**config.mk**
```make
export PLATFORM = sky130hd
export DESIGN_NAME = cmc_mode_ctrl
export DESIGN_NICKNAME = d
export VERILOG_FILES = /design/src/hdl/cmc_pkg.sv /design/src/hdl/cmc_wake_filter.sv /design/src/hdl/cmc_mode_ctrl.sv
export SDC_FILE = /design/constraint.sdc
export NUM_CORES = 1
export LEC_CHECK = 0
export BUFFER_PORTS_ARGS = -buffer_cell sky130_fd_sc_hd__clkbuf_2
export CAP_MARGIN = 10
export CELL_PAD_IN_SITES_DETAIL_PLACEMENT = 0
export CELL_PAD_IN_SITES_GLOBAL_PLACEMENT = 1
export CORE_MARGIN = 5
export CORE_UTILIZATION = 45
export DETAILED_ROUTE_END_ITERATION = 6
export PLACE_DENSITY_LB_ADDON = 0.1
export SLEW_MARGIN = 20
export SYNTH_ARGS = -nofsm -noshare
export SYNTH_HDL_FRONTEND = slang
export SYNTH_HIERARCHICAL = 1
export SYNTH_SLANG_ARGS = --single-unit
```
**constraint.sdc**
```tcl
create_clock -name core_clk -period 2.4 [get_ports core_clk]
set_clock_uncertainty 0.1 [all_clocks]
set_input_delay 0.24 -clock core_clk [delete_from_list [all_inputs] [get_ports core_clk]]
set_output_delay 0.24 -clock core_clk [all_outputs]
set_load 0.03 [all_outputs]
```
**src/hdl/cmc_pkg.sv**
```systemverilog
// Package of the CAN mode-control block: register map, field layout, reset values, timing.
// Assumes a single 20 MHz core clock and an APB register bus with 32-bit data.
// Operation
// - Mode control register takes writes only when init request and acknowledge are both one.
// - Enable bit writes once in normal mode, repeatedly in special mode, only during init.
// - Mode control bit 7 disables the controller at zero, enables it at one.
// - Mode control bit 6 picks oscillator clock at zero, bus clock at one.
// - Loopback bit 5 feeds transmit stream to receiver, ignores receive pin, transmit pin recessive.
// - Loopback treats own frame as remote, ignores acknowledge slot, raises transmit and receive events.
// - Listen-only bit 4 receives matching frames, never sends acknowledge or error frames.
// - Listen-only freezes error counters and blocks all frame transmission.
// - Bit 3 selects automatic bus-off recovery at zero, software-requested recovery at one.
// - With wake enabled, bit 2 picks any dominant level or filtered dominant pulse wake.
// - Bit 1 is device-driven sleep acknowledge; sleep active when request and acknowledge both set.
// - With wake enabled, bus activity during sleep makes the device clear sleep acknowledge.
// - Bit 0 is device-driven init acknowledge; init active when request and acknowledge both set.
// - Mode control, timing, acceptance control, code and mask registers writable only during init.
// - Timing register 0 at offset 0x0002 holds jump width 7:6, prescaler 5:0, reset zero; the code maps it at 0x008.
// - Setting init request enters init mode, then device sets init acknowledge.
// - Sleep granted only when bus idle: no reception and all transmit buffers empty.
package cmc_pkg;
   localparam logic [11:0] CMC_OFF_CTL0 = 12'h000;
   localparam logic [11:0] CMC_OFF_CTL1 = 12'h004;
   localparam logic [11:0] CMC_OFF_BTR0 = 12'h008;
   localparam logic [11:0] CMC_OFF_BTR1 = 12'h00C;
   localparam logic [11:0] CMC_OFF_IDAC = 12'h010;
   localparam logic [11:0] CMC_OFF_IDAR = 12'h040;
   localparam logic [11:0] CMC_OFF_IDMR = 12'h060;
   localparam logic [11:0] CMC_OFF_STAT = 12'h080;
   localparam int CMC_IDX_BTR0 = 2;
   localparam int CMC_NACC = 8;
   localparam logic [7:0] CMC_CTL1_RST = 8'h11;
   localparam logic [3:0] CMC_CTL0_RST = 4'h1;
   localparam logic [7:0] CMC_ZERO8 = 8'h00;
   localparam logic [7:0] CMC_IDAC_MASK = 8'h30;
   localparam int CMC_CTL0_INITIALIZATION_REQUEST = 0;
   localparam int CMC_CTL0_SLEEP_REQUEST = 1;
   localparam int CMC_CTL0_WAKE = 2;
   localparam int CMC_CTL0_BOREQ = 3;
   localparam real CMC_CLK_MHZ = 20.0;
   localparam real CMC_WAKE_US = 2.0;
   localparam int CMC_WAKE_CYC = int'($floor(CMC_WAKE_US * CMC_CLK_MHZ));
   localparam int CMC_WAKE_W = 8;
   localparam int CMC_INIT_LAT = 2;
   typedef struct packed {
      logic controllerEnable;
      logic clockSourceSelect;
      logic internalLoopbackTest;
      logic listenOnly;
      logic busoffRecoverySelect;
      logic wakeFilterSelect;
      logic sleepAcknowledge;
      logic initializationAcknowledge;
   } cmc_ctl1_type;
   typedef struct packed {
      logic [1:0] syncJumpWidth;
      logic [5:0] baudPrescaler;
   } cmc_btr0_type;
   typedef struct packed {
      logic txActive;
      logic txErrorFrame;
      logic txAck;
      logic countErrors;
      logic rxFromLoop;
      logic ignoreAckSlot;
      logic loopTxRxEvents;
      logic busoffAutoRecover;
   } cmc_core_type;
   typedef enum logic [2:0] {
      CMC_RUN = 3'b001,
      CMC_INIT = 3'b010,
      CMC_SLEEP = 3'b100
   } cmc_mode_type;
endpackage

```
**src/hdl/cmc_wake_filter.sv**
```systemverilog
// Wake-up detector for the CAN receive line during sleep.
// Assumes the receive level is synchronous to core_clk; dominant is logic 0.
`timescale 1ns/1ns
`default_nettype none
module cmc_wake_filter
   import cmc_pkg::*;
(
   input wire logic core_clk,
   input wire logic nrst,
   input wire logic armed,
   input wire logic filterOn,
   input wire logic busLevel,
   output logic wakeHit
);
   logic [CMC_WAKE_W-1:0] cnt;
   logic [CMC_WAKE_W-1:0] next_cnt;
   always_comb begin
      next_cnt = '0;
      if (armed && !busLevel && cnt != CMC_WAKE_W'(CMC_WAKE_CYC)) begin
         next_cnt = cnt + 1'b1;
      end else if (armed && !busLevel) begin
         next_cnt = cnt;
      end
   end
   always_ff @(posedge core_clk or negedge nrst) begin
      if (!nrst) begin
         cnt <= '0;
      end else begin
         cnt <= next_cnt;
      end
   end
   // Short glitches never reach the count when filtering is on
   assign wakeHit = armed && !busLevel && (!filterOn || cnt == CMC_WAKE_W'(CMC_WAKE_CYC));
endmodule
`default_nettype wire

```
**src/hdl/cmc_mode_ctrl.sv**
```systemverilog
// Mode control and bit-timing registers of a CAN controller, APB slave.
// Assumes APB master on core_clk; protocol engine sits outside and reads the coreCtl controls.
//
// Register access over APB was left to the implementer.
`timescale 1ns/1ns
`default_nettype none
module cmc_mode_ctrl
   import cmc_pkg::*;
(
   input wire logic core_clk,
   input wire logic nrst,
   input wire logic psel,
   input wire logic penable,
   input wire logic pwrite,
   input wire logic [11:0] paddr,
   input wire logic [31:0] pwdata,
   output logic [31:0] prdata,
   output logic pready,
   output logic pslverr,
   input wire logic specialMode,
   input wire logic busIdleRx,
   input wire logic txBuffersEmpty,
   input wire logic bus_receive_pin,
   input wire logic engineTx,
   output logic bus_transmit_pin,
   output logic engineRx,
   output cmc_core_type coreCtl,
   output logic controllerOn,
   output logic clockSel,
   output logic [7:0] bitTimingPrescaleJump,
   output logic [7:0] bitTimingSegments
);
   cmc_ctl1_type ctl1, next_ctl1;
   cmc_btr0_type btr0, next_btr0;
   logic [7:0] btr1, next_btr1;
   logic [7:0] idac, next_idac;
   logic [7:0] idar [CMC_NACC];
   logic [7:0] idmr [CMC_NACC];
   logic [3:0] ctl0, next_ctl0;
   logic enableLocked, next_enableLocked;
   logic [1:0] initCnt, next_initCnt;
   cmc_mode_type mode, next_mode;
   logic [31:0] next_prdata;
   logic wakeHit;
   logic wrEn, rdEn, initActive, sleepActive;
   cmc_ctl1_type wrCtl1;

   function automatic logic hit(input logic [11:0] a, input logic [11:0] off);
      hit = (a == off);
   endfunction
   function automatic logic inArr(input logic [11:0] a, input logic [11:0] base);
      inArr = (a >= base) && (a < base + 12'(CMC_NACC * 4));
   endfunction

   assign wrEn = psel && penable && pwrite;
   // Read data are captured in the setup phase so they stand through the access phase
   assign rdEn = psel && !penable && !pwrite;
   assign wrCtl1 = cmc_ctl1_type'(pwdata[7:0]);
   assign pready = 1'b1;
   assign initActive = ctl0[CMC_CTL0_INITIALIZATION_REQUEST] && ctl1.initializationAcknowledge;
   assign sleepActive = ctl0[CMC_CTL0_SLEEP_REQUEST] && ctl1.sleepAcknowledge;

   always_comb begin
      pslverr = 1'b0;
      if (psel && penable) begin
         pslverr = !(hit(paddr, CMC_OFF_CTL0) || hit(paddr, CMC_OFF_CTL1) || hit(paddr, CMC_OFF_BTR0)
            || hit(paddr, CMC_OFF_BTR1) || hit(paddr, CMC_OFF_IDAC) || inArr(paddr, CMC_OFF_IDAR)
            || inArr(paddr, CMC_OFF_IDMR) || hit(paddr, CMC_OFF_STAT));
      end
   end

   cmc_wake_filter i_cmc_wake_filter (
      .core_clk(core_clk),
      .nrst(nrst),
      .armed(sleepActive && ctl0[CMC_CTL0_WAKE]),
      .filterOn(ctl1.wakeFilterSelect),
      .busLevel(bus_receive_pin),
      .wakeHit(wakeHit)
   );

   // Mode requests and handshake flags
   always_comb begin
      next_ctl0 = ctl0;
      next_ctl1 = ctl1;
      next_btr0 = btr0;
      next_btr1 = btr1;
      next_idac = idac;
      next_enableLocked = enableLocked;
      next_initCnt = initCnt;
      next_mode = mode;
      if (wrEn && hit(paddr, CMC_OFF_CTL0)) begin
         // Init and sleep requests cannot be withdrawn before they are acknowledged
         next_ctl0[CMC_CTL0_INITIALIZATION_REQUEST] = pwdata[CMC_CTL0_INITIALIZATION_REQUEST] || (ctl0[CMC_CTL0_INITIALIZATION_REQUEST] && !initActive);
         next_ctl0[CMC_CTL0_SLEEP_REQUEST] = pwdata[CMC_CTL0_SLEEP_REQUEST] || (ctl0[CMC_CTL0_SLEEP_REQUEST] && !sleepActive);
         next_ctl0[CMC_CTL0_WAKE] = pwdata[CMC_CTL0_WAKE];
         next_ctl0[CMC_CTL0_BOREQ] = pwdata[CMC_CTL0_BOREQ];
      end
      // Acknowledge bits are kept: software cannot write them
      if (wrEn && hit(paddr, CMC_OFF_CTL1) && initActive) begin
         next_ctl1.clockSourceSelect = wrCtl1.clockSourceSelect;
         next_ctl1.internalLoopbackTest = wrCtl1.internalLoopbackTest;
         next_ctl1.listenOnly = wrCtl1.listenOnly;
         next_ctl1.busoffRecoverySelect = wrCtl1.busoffRecoverySelect;
         next_ctl1.wakeFilterSelect = wrCtl1.wakeFilterSelect;
         if (specialMode || !enableLocked) begin
            next_ctl1.controllerEnable = wrCtl1.controllerEnable;
            next_enableLocked = !specialMode;
         end
      end
      if (wrEn && initActive) begin
         if (hit(paddr, CMC_OFF_BTR0)) begin
            next_btr0 = cmc_btr0_type'(pwdata[7:0]);
         end
         if (hit(paddr, CMC_OFF_BTR1)) begin
            next_btr1 = pwdata[7:0];
         end
         if (hit(paddr, CMC_OFF_IDAC)) begin
            next_idac = pwdata[7:0] & CMC_IDAC_MASK;
         end
      end
      unique case (mode)
         CMC_RUN: begin
            next_initCnt = '0;
            if (ctl0[CMC_CTL0_INITIALIZATION_REQUEST]) begin
               next_mode = CMC_INIT;
            end else if (ctl0[CMC_CTL0_SLEEP_REQUEST] && busIdleRx && txBuffersEmpty) begin
               next_mode = CMC_SLEEP;
               next_ctl1.sleepAcknowledge = 1'b1;
            end
         end
         CMC_INIT: begin
            // Acknowledge only after the engine had time to abort
            if (initCnt != 2'(CMC_INIT_LAT)) begin
               next_initCnt = initCnt + 1'b1;
            end else begin
               next_ctl1.initializationAcknowledge = 1'b1;
            end
            if (!ctl0[CMC_CTL0_INITIALIZATION_REQUEST] && ctl1.initializationAcknowledge) begin
               next_ctl1.initializationAcknowledge = 1'b0;
               next_mode = CMC_RUN;
            end
         end
         CMC_SLEEP: begin
            if (ctl0[CMC_CTL0_INITIALIZATION_REQUEST]) begin
               next_ctl1.sleepAcknowledge = 1'b0;
               next_mode = CMC_INIT;
            end else if (wakeHit) begin
               next_ctl1.sleepAcknowledge = 1'b0;
               next_ctl0[CMC_CTL0_SLEEP_REQUEST] = 1'b0;
               next_mode = CMC_RUN;
            end else if (!ctl0[CMC_CTL0_SLEEP_REQUEST]) begin
               next_ctl1.sleepAcknowledge = 1'b0;
               next_mode = CMC_RUN;
            end
         end
      endcase
   end

   always_ff @(posedge core_clk or negedge nrst) begin
      if (!nrst) begin
         ctl0 <= CMC_CTL0_RST;
         ctl1 <= cmc_ctl1_type'(CMC_CTL1_RST);
         btr0 <= cmc_btr0_type'(CMC_ZERO8);
         btr1 <= CMC_ZERO8;
         idac <= CMC_ZERO8;
         enableLocked <= 1'b0;
         initCnt <= '0;
         mode <= CMC_INIT;
      end else begin
         ctl0 <= next_ctl0;
         ctl1 <= next_ctl1;
         btr0 <= next_btr0;
         btr1 <= next_btr1;
         idac <= next_idac;
         enableLocked <= next_enableLocked;
         initCnt <= next_initCnt;
         mode <= next_mode;
      end
   end

   genvar gi;
   generate
      for (gi = 0; gi < CMC_NACC; gi++) begin : accRegs
         logic [7:0] next_code, next_mask;
         always_comb begin
            next_code = idar[gi];
            next_mask = idmr[gi];
            if (wrEn && initActive && hit(paddr, CMC_OFF_IDAR + 12'(gi * 4))) begin
               next_code = pwdata[7:0];
            end
            if (wrEn && initActive && hit(paddr, CMC_OFF_IDMR + 12'(gi * 4))) begin
               next_mask = pwdata[7:0];
            end
         end
         always_ff @(posedge core_clk or negedge nrst) begin
            if (!nrst) begin
               idar[gi] <= CMC_ZERO8;
               idmr[gi] <= CMC_ZERO8;
            end else begin
               idar[gi] <= next_code;
               idmr[gi] <= next_mask;
            end
         end
      end
   endgenerate

   // Read data
   always_comb begin
      next_prdata = prdata;
      if (rdEn) begin
         next_prdata = '0;
         if (hit(paddr, CMC_OFF_CTL0)) next_prdata[3:0] = ctl0;
         if (hit(paddr, CMC_OFF_CTL1)) next_prdata[7:0] = ctl1;
         if (hit(paddr, CMC_OFF_BTR0)) next_prdata[7:0] = btr0;
         if (hit(paddr, CMC_OFF_BTR1)) next_prdata[7:0] = btr1;
         if (hit(paddr, CMC_OFF_IDAC)) next_prdata[7:0] = idac;
         if (hit(paddr, CMC_OFF_STAT)) next_prdata[2:0] = mode;
         for (int k = 0; k < CMC_NACC; k++) begin
            if (hit(paddr, CMC_OFF_IDAR + 12'(k * 4))) next_prdata[7:0] = idar[k];
            if (hit(paddr, CMC_OFF_IDMR + 12'(k * 4))) next_prdata[7:0] = idmr[k];
         end
      end
   end
   always_ff @(posedge core_clk or negedge nrst) begin
      if (!nrst) begin
         prdata <= '0;
      end else begin
         prdata <= next_prdata;
      end
   end

   // Controls toward the protocol engine
   always_comb begin
      coreCtl.txActive = ctl1.controllerEnable && !ctl1.listenOnly && mode == CMC_RUN;
      coreCtl.txErrorFrame = !ctl1.listenOnly;
      coreCtl.txAck = !ctl1.listenOnly && !ctl1.internalLoopbackTest;
      coreCtl.countErrors = !ctl1.listenOnly;
      coreCtl.rxFromLoop = ctl1.internalLoopbackTest;
      coreCtl.ignoreAckSlot = ctl1.internalLoopbackTest;
      coreCtl.loopTxRxEvents = ctl1.internalLoopbackTest;
      coreCtl.busoffAutoRecover = !ctl1.busoffRecoverySelect || ctl0[CMC_CTL0_BOREQ];
   end
   // Receiver gets the own stream in loopback; pin held recessive then and in init
   assign engineRx = ctl1.internalLoopbackTest ? engineTx : bus_receive_pin;
   assign bus_transmit_pin = (ctl1.internalLoopbackTest || !coreCtl.txActive) ? 1'b1 : engineTx;
   assign controllerOn = ctl1.controllerEnable;
   assign clockSel = ctl1.clockSourceSelect;
   assign bitTimingPrescaleJump = btr0;
   assign bitTimingSegments = btr1;
endmodule
`default_nettype wire

```
# Word-level counts from Yosys, hierarchy flattened
# Index checks and enable logic that the tools add are counted.
word_totals:
  reg_bits: 180
  latchBits: 0
  ram_bits: 0
  rom_bits: 0
  in_bits: 54
  memories: 0
op_classes:
  n_addsub: 2
  n_mul: 0
  div: 0
  n_lt_le_gt_ge: 4
  eq_ne: 35
  shift: 0
  n_mux: 48
  bitwise_logic: 0
  reduce_logical: 78
op_table:
  columns: ["op", "n"]
  rows:
  - ["equality test 12 x 7 -> 1 bit, second input constant", 16]
  - ["two-way mux 8 bit", 22]
  - ["logical AND 1 bit", 40]
  - ["equality test 12 x 4 -> 1 bit, second input constant", 2]
  - [">= comparator 12 x 7 -> 1 bit, second input constant", 2]
  - ["two-way mux 3 bit", 7]
  - ["logical NOT 1 bit", 14]
  - ["logical OR 1 bit", 13]
  - ["two-way mux 1 bit", 13]
  - ["equality test 12 x 3 -> 1 bit, second input constant", 1]
  - ["equality test 12 x 5 -> 1 bit, second input constant", 1]
  - ["equality test 12 x 8 -> 1 bit, second input constant", 1]
  - ["logical NOT 12 bit", 1]
  - ["< comparator 12 x 7 -> 1 bit, second input constant", 1]
  - ["< comparator 12 x 8 -> 1 bit, second input constant", 1]
  - ["AND reduction 2 bit", 6]
  - ["!= test 2 bit, second input constant", 5]
  - ["one-hot mux 3 bit (3 select lines)", 1]
  - ["adder 8 x 1 -> 8 bit, second input constant", 1]
  - ["equality test 8 x 6 -> 1 bit, second input constant", 1]
  - ["!= test 8 x 6 -> 1 bit, second input constant", 1]
  - ["two-way mux 2 bit", 2]
  - ["two-way mux 4 bit", 1]
  - ["!= test 2 x 1 -> 1 bit, second input constant", 2]
  - ["11 further kinds", 12]

# Logic depth before layout (Yosys ltp)
logic_depth:
  word_depth: 23
  depth_mapped: 10

# Cells and area by module
# The synthesis kept the hierarchy.
modules_own_cells:
  columns: ["mod", "instances", "cells_each", "area_per_inst_um2"]
  rows:
  - ["cmc_mode_ctrl", 1, 809, 9083.7]
  - ["cmc_wake_filter", 1, 47, 449.2]

# Worst setup path after synthesis
# OpenSTA, ideal clock, no wires.
synth_timing:
  path_kind: "register to register"
  start: "reg ctl0[0]"
  end: "reg idmr[10] (netlist bit)"
  setup_ns: 0.125
  arrival_time_ns: 1.941
  slack_ns: 0.234
  path_stages_with_launch: 7
  synth_period_minus_slack_ns: 2.166
  path_cell_list: "dfstp_2 clkbuf_1 nand3_1 nor2_2 and3_1 buf_2 mux2_2"
synth_via:
  elab_chain_cells: 3
synth_rtl:
  columns: ["item", "line", "rtl"]
  rows:
  - ["start: declaration", "cmc_mode_ctrl.sv:39", "logic [3:0] ctl0, next_ctl0;"]
  - ["start signal: assignment", "cmc_mode_ctrl.sv:170", "ctl0 <= next_ctl0;"]
  - ["logical AND 1 bit", "cmc_mode_ctrl.sv:60", "assign initActive = ctl0[CMC_CTL0_INITIALIZATION_REQUEST] && ctl1.initializationAcknowledge;"]
  - ["logical AND 1 bit (2 in series)", "cmc_mode_ctrl.sv:191", "if (wrEn && initActive && hit(paddr, CMC_OFF_IDMR + 12'(gi * 4))) begin"]
  - ["end signal: indexed assignment", "cmc_mode_ctrl.sv:201", "idmr[gi] <= next_mask;"]
  - ["end: declaration", "cmc_mode_ctrl.sv:38", "logic [7:0] idmr [CMC_NACC];"]
# No other way between the ends.
# A chain may end at the register's enable or synchronous reset.

# Worst setup path in the final report
layout_timing:
  start: "reg ctl1[0] (netlist bit)"
  end: "reg idar[4] (netlist bit)"
layout_via:
  elab_chain_cells: 3
layout_rtl:
  columns: ["item", "line", "rtl"]
  rows:
  - ["start: declaration", "cmc_mode_ctrl.sv:33", "cmc_ctl1_type ctl1, next_ctl1;"]
  - ["start signal: assignment", "cmc_mode_ctrl.sv:162", "ctl1 <= cmc_ctl1_type'(CMC_CTL1_RST);"]
  - ["start signal: assignment", "cmc_mode_ctrl.sv:171", "ctl1 <= next_ctl1;"]
  - ["logical AND 1 bit", "cmc_mode_ctrl.sv:60", null]
  - ["logical AND 1 bit (2 in series)", "cmc_mode_ctrl.sv:188", "if (wrEn && initActive && hit(paddr, CMC_OFF_IDAR + 12'(gi * 4))) begin"]
  - ["end signal: indexed assignment", "cmc_mode_ctrl.sv:200", "idar[gi] <= next_code;"]
  - ["end: declaration", "cmc_mode_ctrl.sv:37", "logic [7:0] idar [CMC_NACC];"]
# No other way between the ends.

==> results.txt <==
Status: finished clean
CP Capture Type: flip-flop
CTS tree: built
ANT cells: 0
Startpoint Class: flip-flop
Wire per inst: 22.4 um
Slew @ Worst Pin: 649 ps
H-tree depth: 4
Fmax: 456 MHz
Max Cap Viol: 0
Endpoints failing setup: 0
Max-slew headroom: 56.7%
Routed WL: 27900 um
Post-synthesis instance total: 856
Antenna-violating nets left: 0
Gpl congestion: 0.896
Total GRT Usage: 23.5%
Vias in the first global route: 7413
Worst EP arrival: 2420 ps
Grt ovf: 0
Core area: 21000 um2
Pins Over Slew Limit: 0
Post-CTS setup repair buffer count: 0
Layout area overhead: 17.3%
Register-to-register setup slack: 210 ps
Critical hold path startpoint: busIdleRx
# rows: 53
PortBufs: 66
Remaining DRCs: 0
Final hold slack: 171 ps
Post-synth ARST share: 100%
DR WL met2: 13000 um
Critical Path RT: 2630 ps
FF+latch count, synth: 180
Final worst path period share: 91.5%
FF-to-FF path depth: 5
FF-to-FF Start: ctl1[0]$_DFFE_PN1P_
Starting density of the core: 45.5%
Synth unique cells: 74
# fillers: 1860
Yosys warnings: 6
Top Ports: 116
Sequential share of the synthesized area: 47.3%
Fin. Hold Viols: 0
Routed vias: 7189
Share of cells above drive strength 1: 37.3%
Design Area, Final: 11200 um2
Cell Pwr Density: 610 nW/um2
Leakage Power: 0.00533 uW
Clock latency on the worst-skew pair: 440 ps
Final Total Pwr: 6820 uW
Vias/cell: 5.77
Main synth FF type: dfrtp_1
Place WS: -158 ps
Clock tree root driver cell: clkbuf_16
Longest Clk Path Bufs: 2
Hold path endpoint: mode[2]$_DFFE_PN0P_
RSZ-0062 raised after global routing: false
Highest Signal Layer: met4
Crit path kind: flip-flop to flip-flop
Min-Delay Path Depth: 5
First-pass GRT wire length: 43500 um
Setup TNS Final: 0 ps
Die height: 156 um
Hold Path Class: input pin to flip-flop
Final min period: 2200 ps
DR WL met3: 1550 um
Most frequent cells in the layout: 176 x dfrtp_1, 156 x mux2_2, 70 x buf_4
1st-pass router iterations: 5
Num CTS Buffers: 17
Number of enable flip-flop cells after synthesis: 0
VDD IR max: 0.431 mV
Worst-path clk slew: 70 ps
1st-iter DRT viols: 494
Largest net degree at the start of global routing: 59
Met1 WL: 12900 um
Post-DP Area: 10600 um2
Total die area: 24200 um2
Initial antenna violation count: 0
CP max FO: 8
Nets: 1016
Final WS setup: 205 ps
Reg-to-Reg End: idar[4]$_DFFE_PN0P_
Clk sink count: 180
Die Span X: 156 um
Syn Std Cell Area: 9530 um2
Avg Inst Size Synth: 11.1 um2
Most common cell after layout, fill and taps aside: dfrtp_1
Post-detail-place hpwl: 19800 um
final cells by class:
| class | instances | area [um2] | share of cell area, % |
|---|---|---|---|
| clock inverter | 13 | 169 | 1.51 |
| multi-input combinational | 598 | 4590 | 41.0 |
| tap | 275 | 344 | 3.08 |
| inverter | 14 | 52.6 | 0.470 |
| clock buffer | 18 | 439 | 3.93 |
| timing repair buffer | 148 | 1080 | 9.68 |
| sequential | 180 | 4510 | 40.3 |
registers in the layout (all words and copies together) (netlist names):
signal                 count
initCnt                    2
enableLocked               1
bitTimingPrescaleJump      8
ctl1                       5
prdata                     8
controllerOn               1
mode                       3
idar                      64
idmr                      64
i_cmc_wake_filter/cnt      8
ctl0                       4
idac                       2
clockSel                   1
coreCtl                    1
bitTimingSegments          8
cells by family after synthesis:
| family | count (synthesis) | synth area share, % |
|---|---|---|
| AND/OR/NAND/NOR | 213 | 12.7 |
| multiplexers | 188 | 22.4 |
| flip-flops | 180 | 47.3 |
| AO/OA/AOI/OAI | 166 | 11.4 |
| buffers and inverters | 101 | 5.50 |
| adder cells (fa/ha/maj) | 3 | 0.394 |
| XOR/XNOR | 3 | 0.276 |
| other | 2 | 0.0788 |
Yosys cell counts (all sizes together) (5+ instances only):
cell type | count | area (um2)
a221oi | 5 | 43.8
clkbuf | 28 | 105
o22ai | 16 | 100
a22o | 6 | 52.6
o21ai | 44 | 224
a22oi | 7 | 52.6
nor3b | 8 | 70.1
nor2b | 12 | 75.1
o31ai | 5 | 37.5
inv | 14 | 52.6
nand2 | 43 | 164
mux2i | 27 | 270
nor3 | 17 | 106
a31oi | 8 | 50.1
nor4 | 8 | 62.6
mux2 | 157 | 1770
and3 | 8 | 50.1
a21oi | 30 | 150
nor2 | 49 | 216
buf | 59 | 367
a211oi | 9 | 67.6
nand2b | 16 | 100
dfrtp | 176 | 4400
or3 | 8 | 50.1
nand3 | 24 | 138
layer usage:
layer	track usage, %	vias to the layer above
li1	-	3299
met1	33.5	3642
met2	37.2	221
met3	4.85	27
met4	5.84	0
met5	0	-
worst max-delay path, stage by stage, from the launching register on:
cell     delay (ps)
dfstp_2         530
nand3_1         320
nor2_2          200
buf_4           180
nand2_1         350
mux2_2          400
how the worst max path moves through the flow:
stage | cells after the start | start | slack [ps] | to
finish | 5 | ctl1[0]$_DFFE_PN1P_ | 210 | idar[4]$_DFFE_PN0P_
global route | 5 | ctl0[0]$_DFFE_PN1P_ | 160 | idar[6]$_DFFE_PN0P_
CTS | 5 | ctl1[0]$_DFFE_PN1P_ | 230 | idar[4]$_DFFE_PN0P_
detailed placement | 8 | paddr[7] | -160 | prdata[3]$_DFFE_PN0P_
global placement | 8 | paddr[7] | -110 | prdata[3]$_DFFE_PN0P_
floorplan | 6 | ctl0[0]$_DFFE_PN1P_ | 230 | idmr[10]$_DFFE_PN0P_
repair_timing:
action	4_1_cts	5_1_grt
hold buffers	2	0
hold endpoints to repair	52	0
resized for setup	0	0
where the power goes:
| group | leakage [uW] | switching [uW] | internal, uW |
|---|---|---|---|
| sequential | 0.00248 | 80.0 | 3070 |
| combinational | 0.00256 | 495 | 240 |
| clock | 0.000298 | 1260 | 1680 |
| total | 0.00533 | 1840 | 4990 |
per-stage QoR:
step           std cells  util (%)
6_report            1246      53.4
2_1_floorplan        879         -
5_1_grt             1246      53.4
3_3_place_gp        1213      50.4
4_1_cts             1246      53.4
3_5_place_dp        1213      50.4
(Power assumes the default switching activity.)
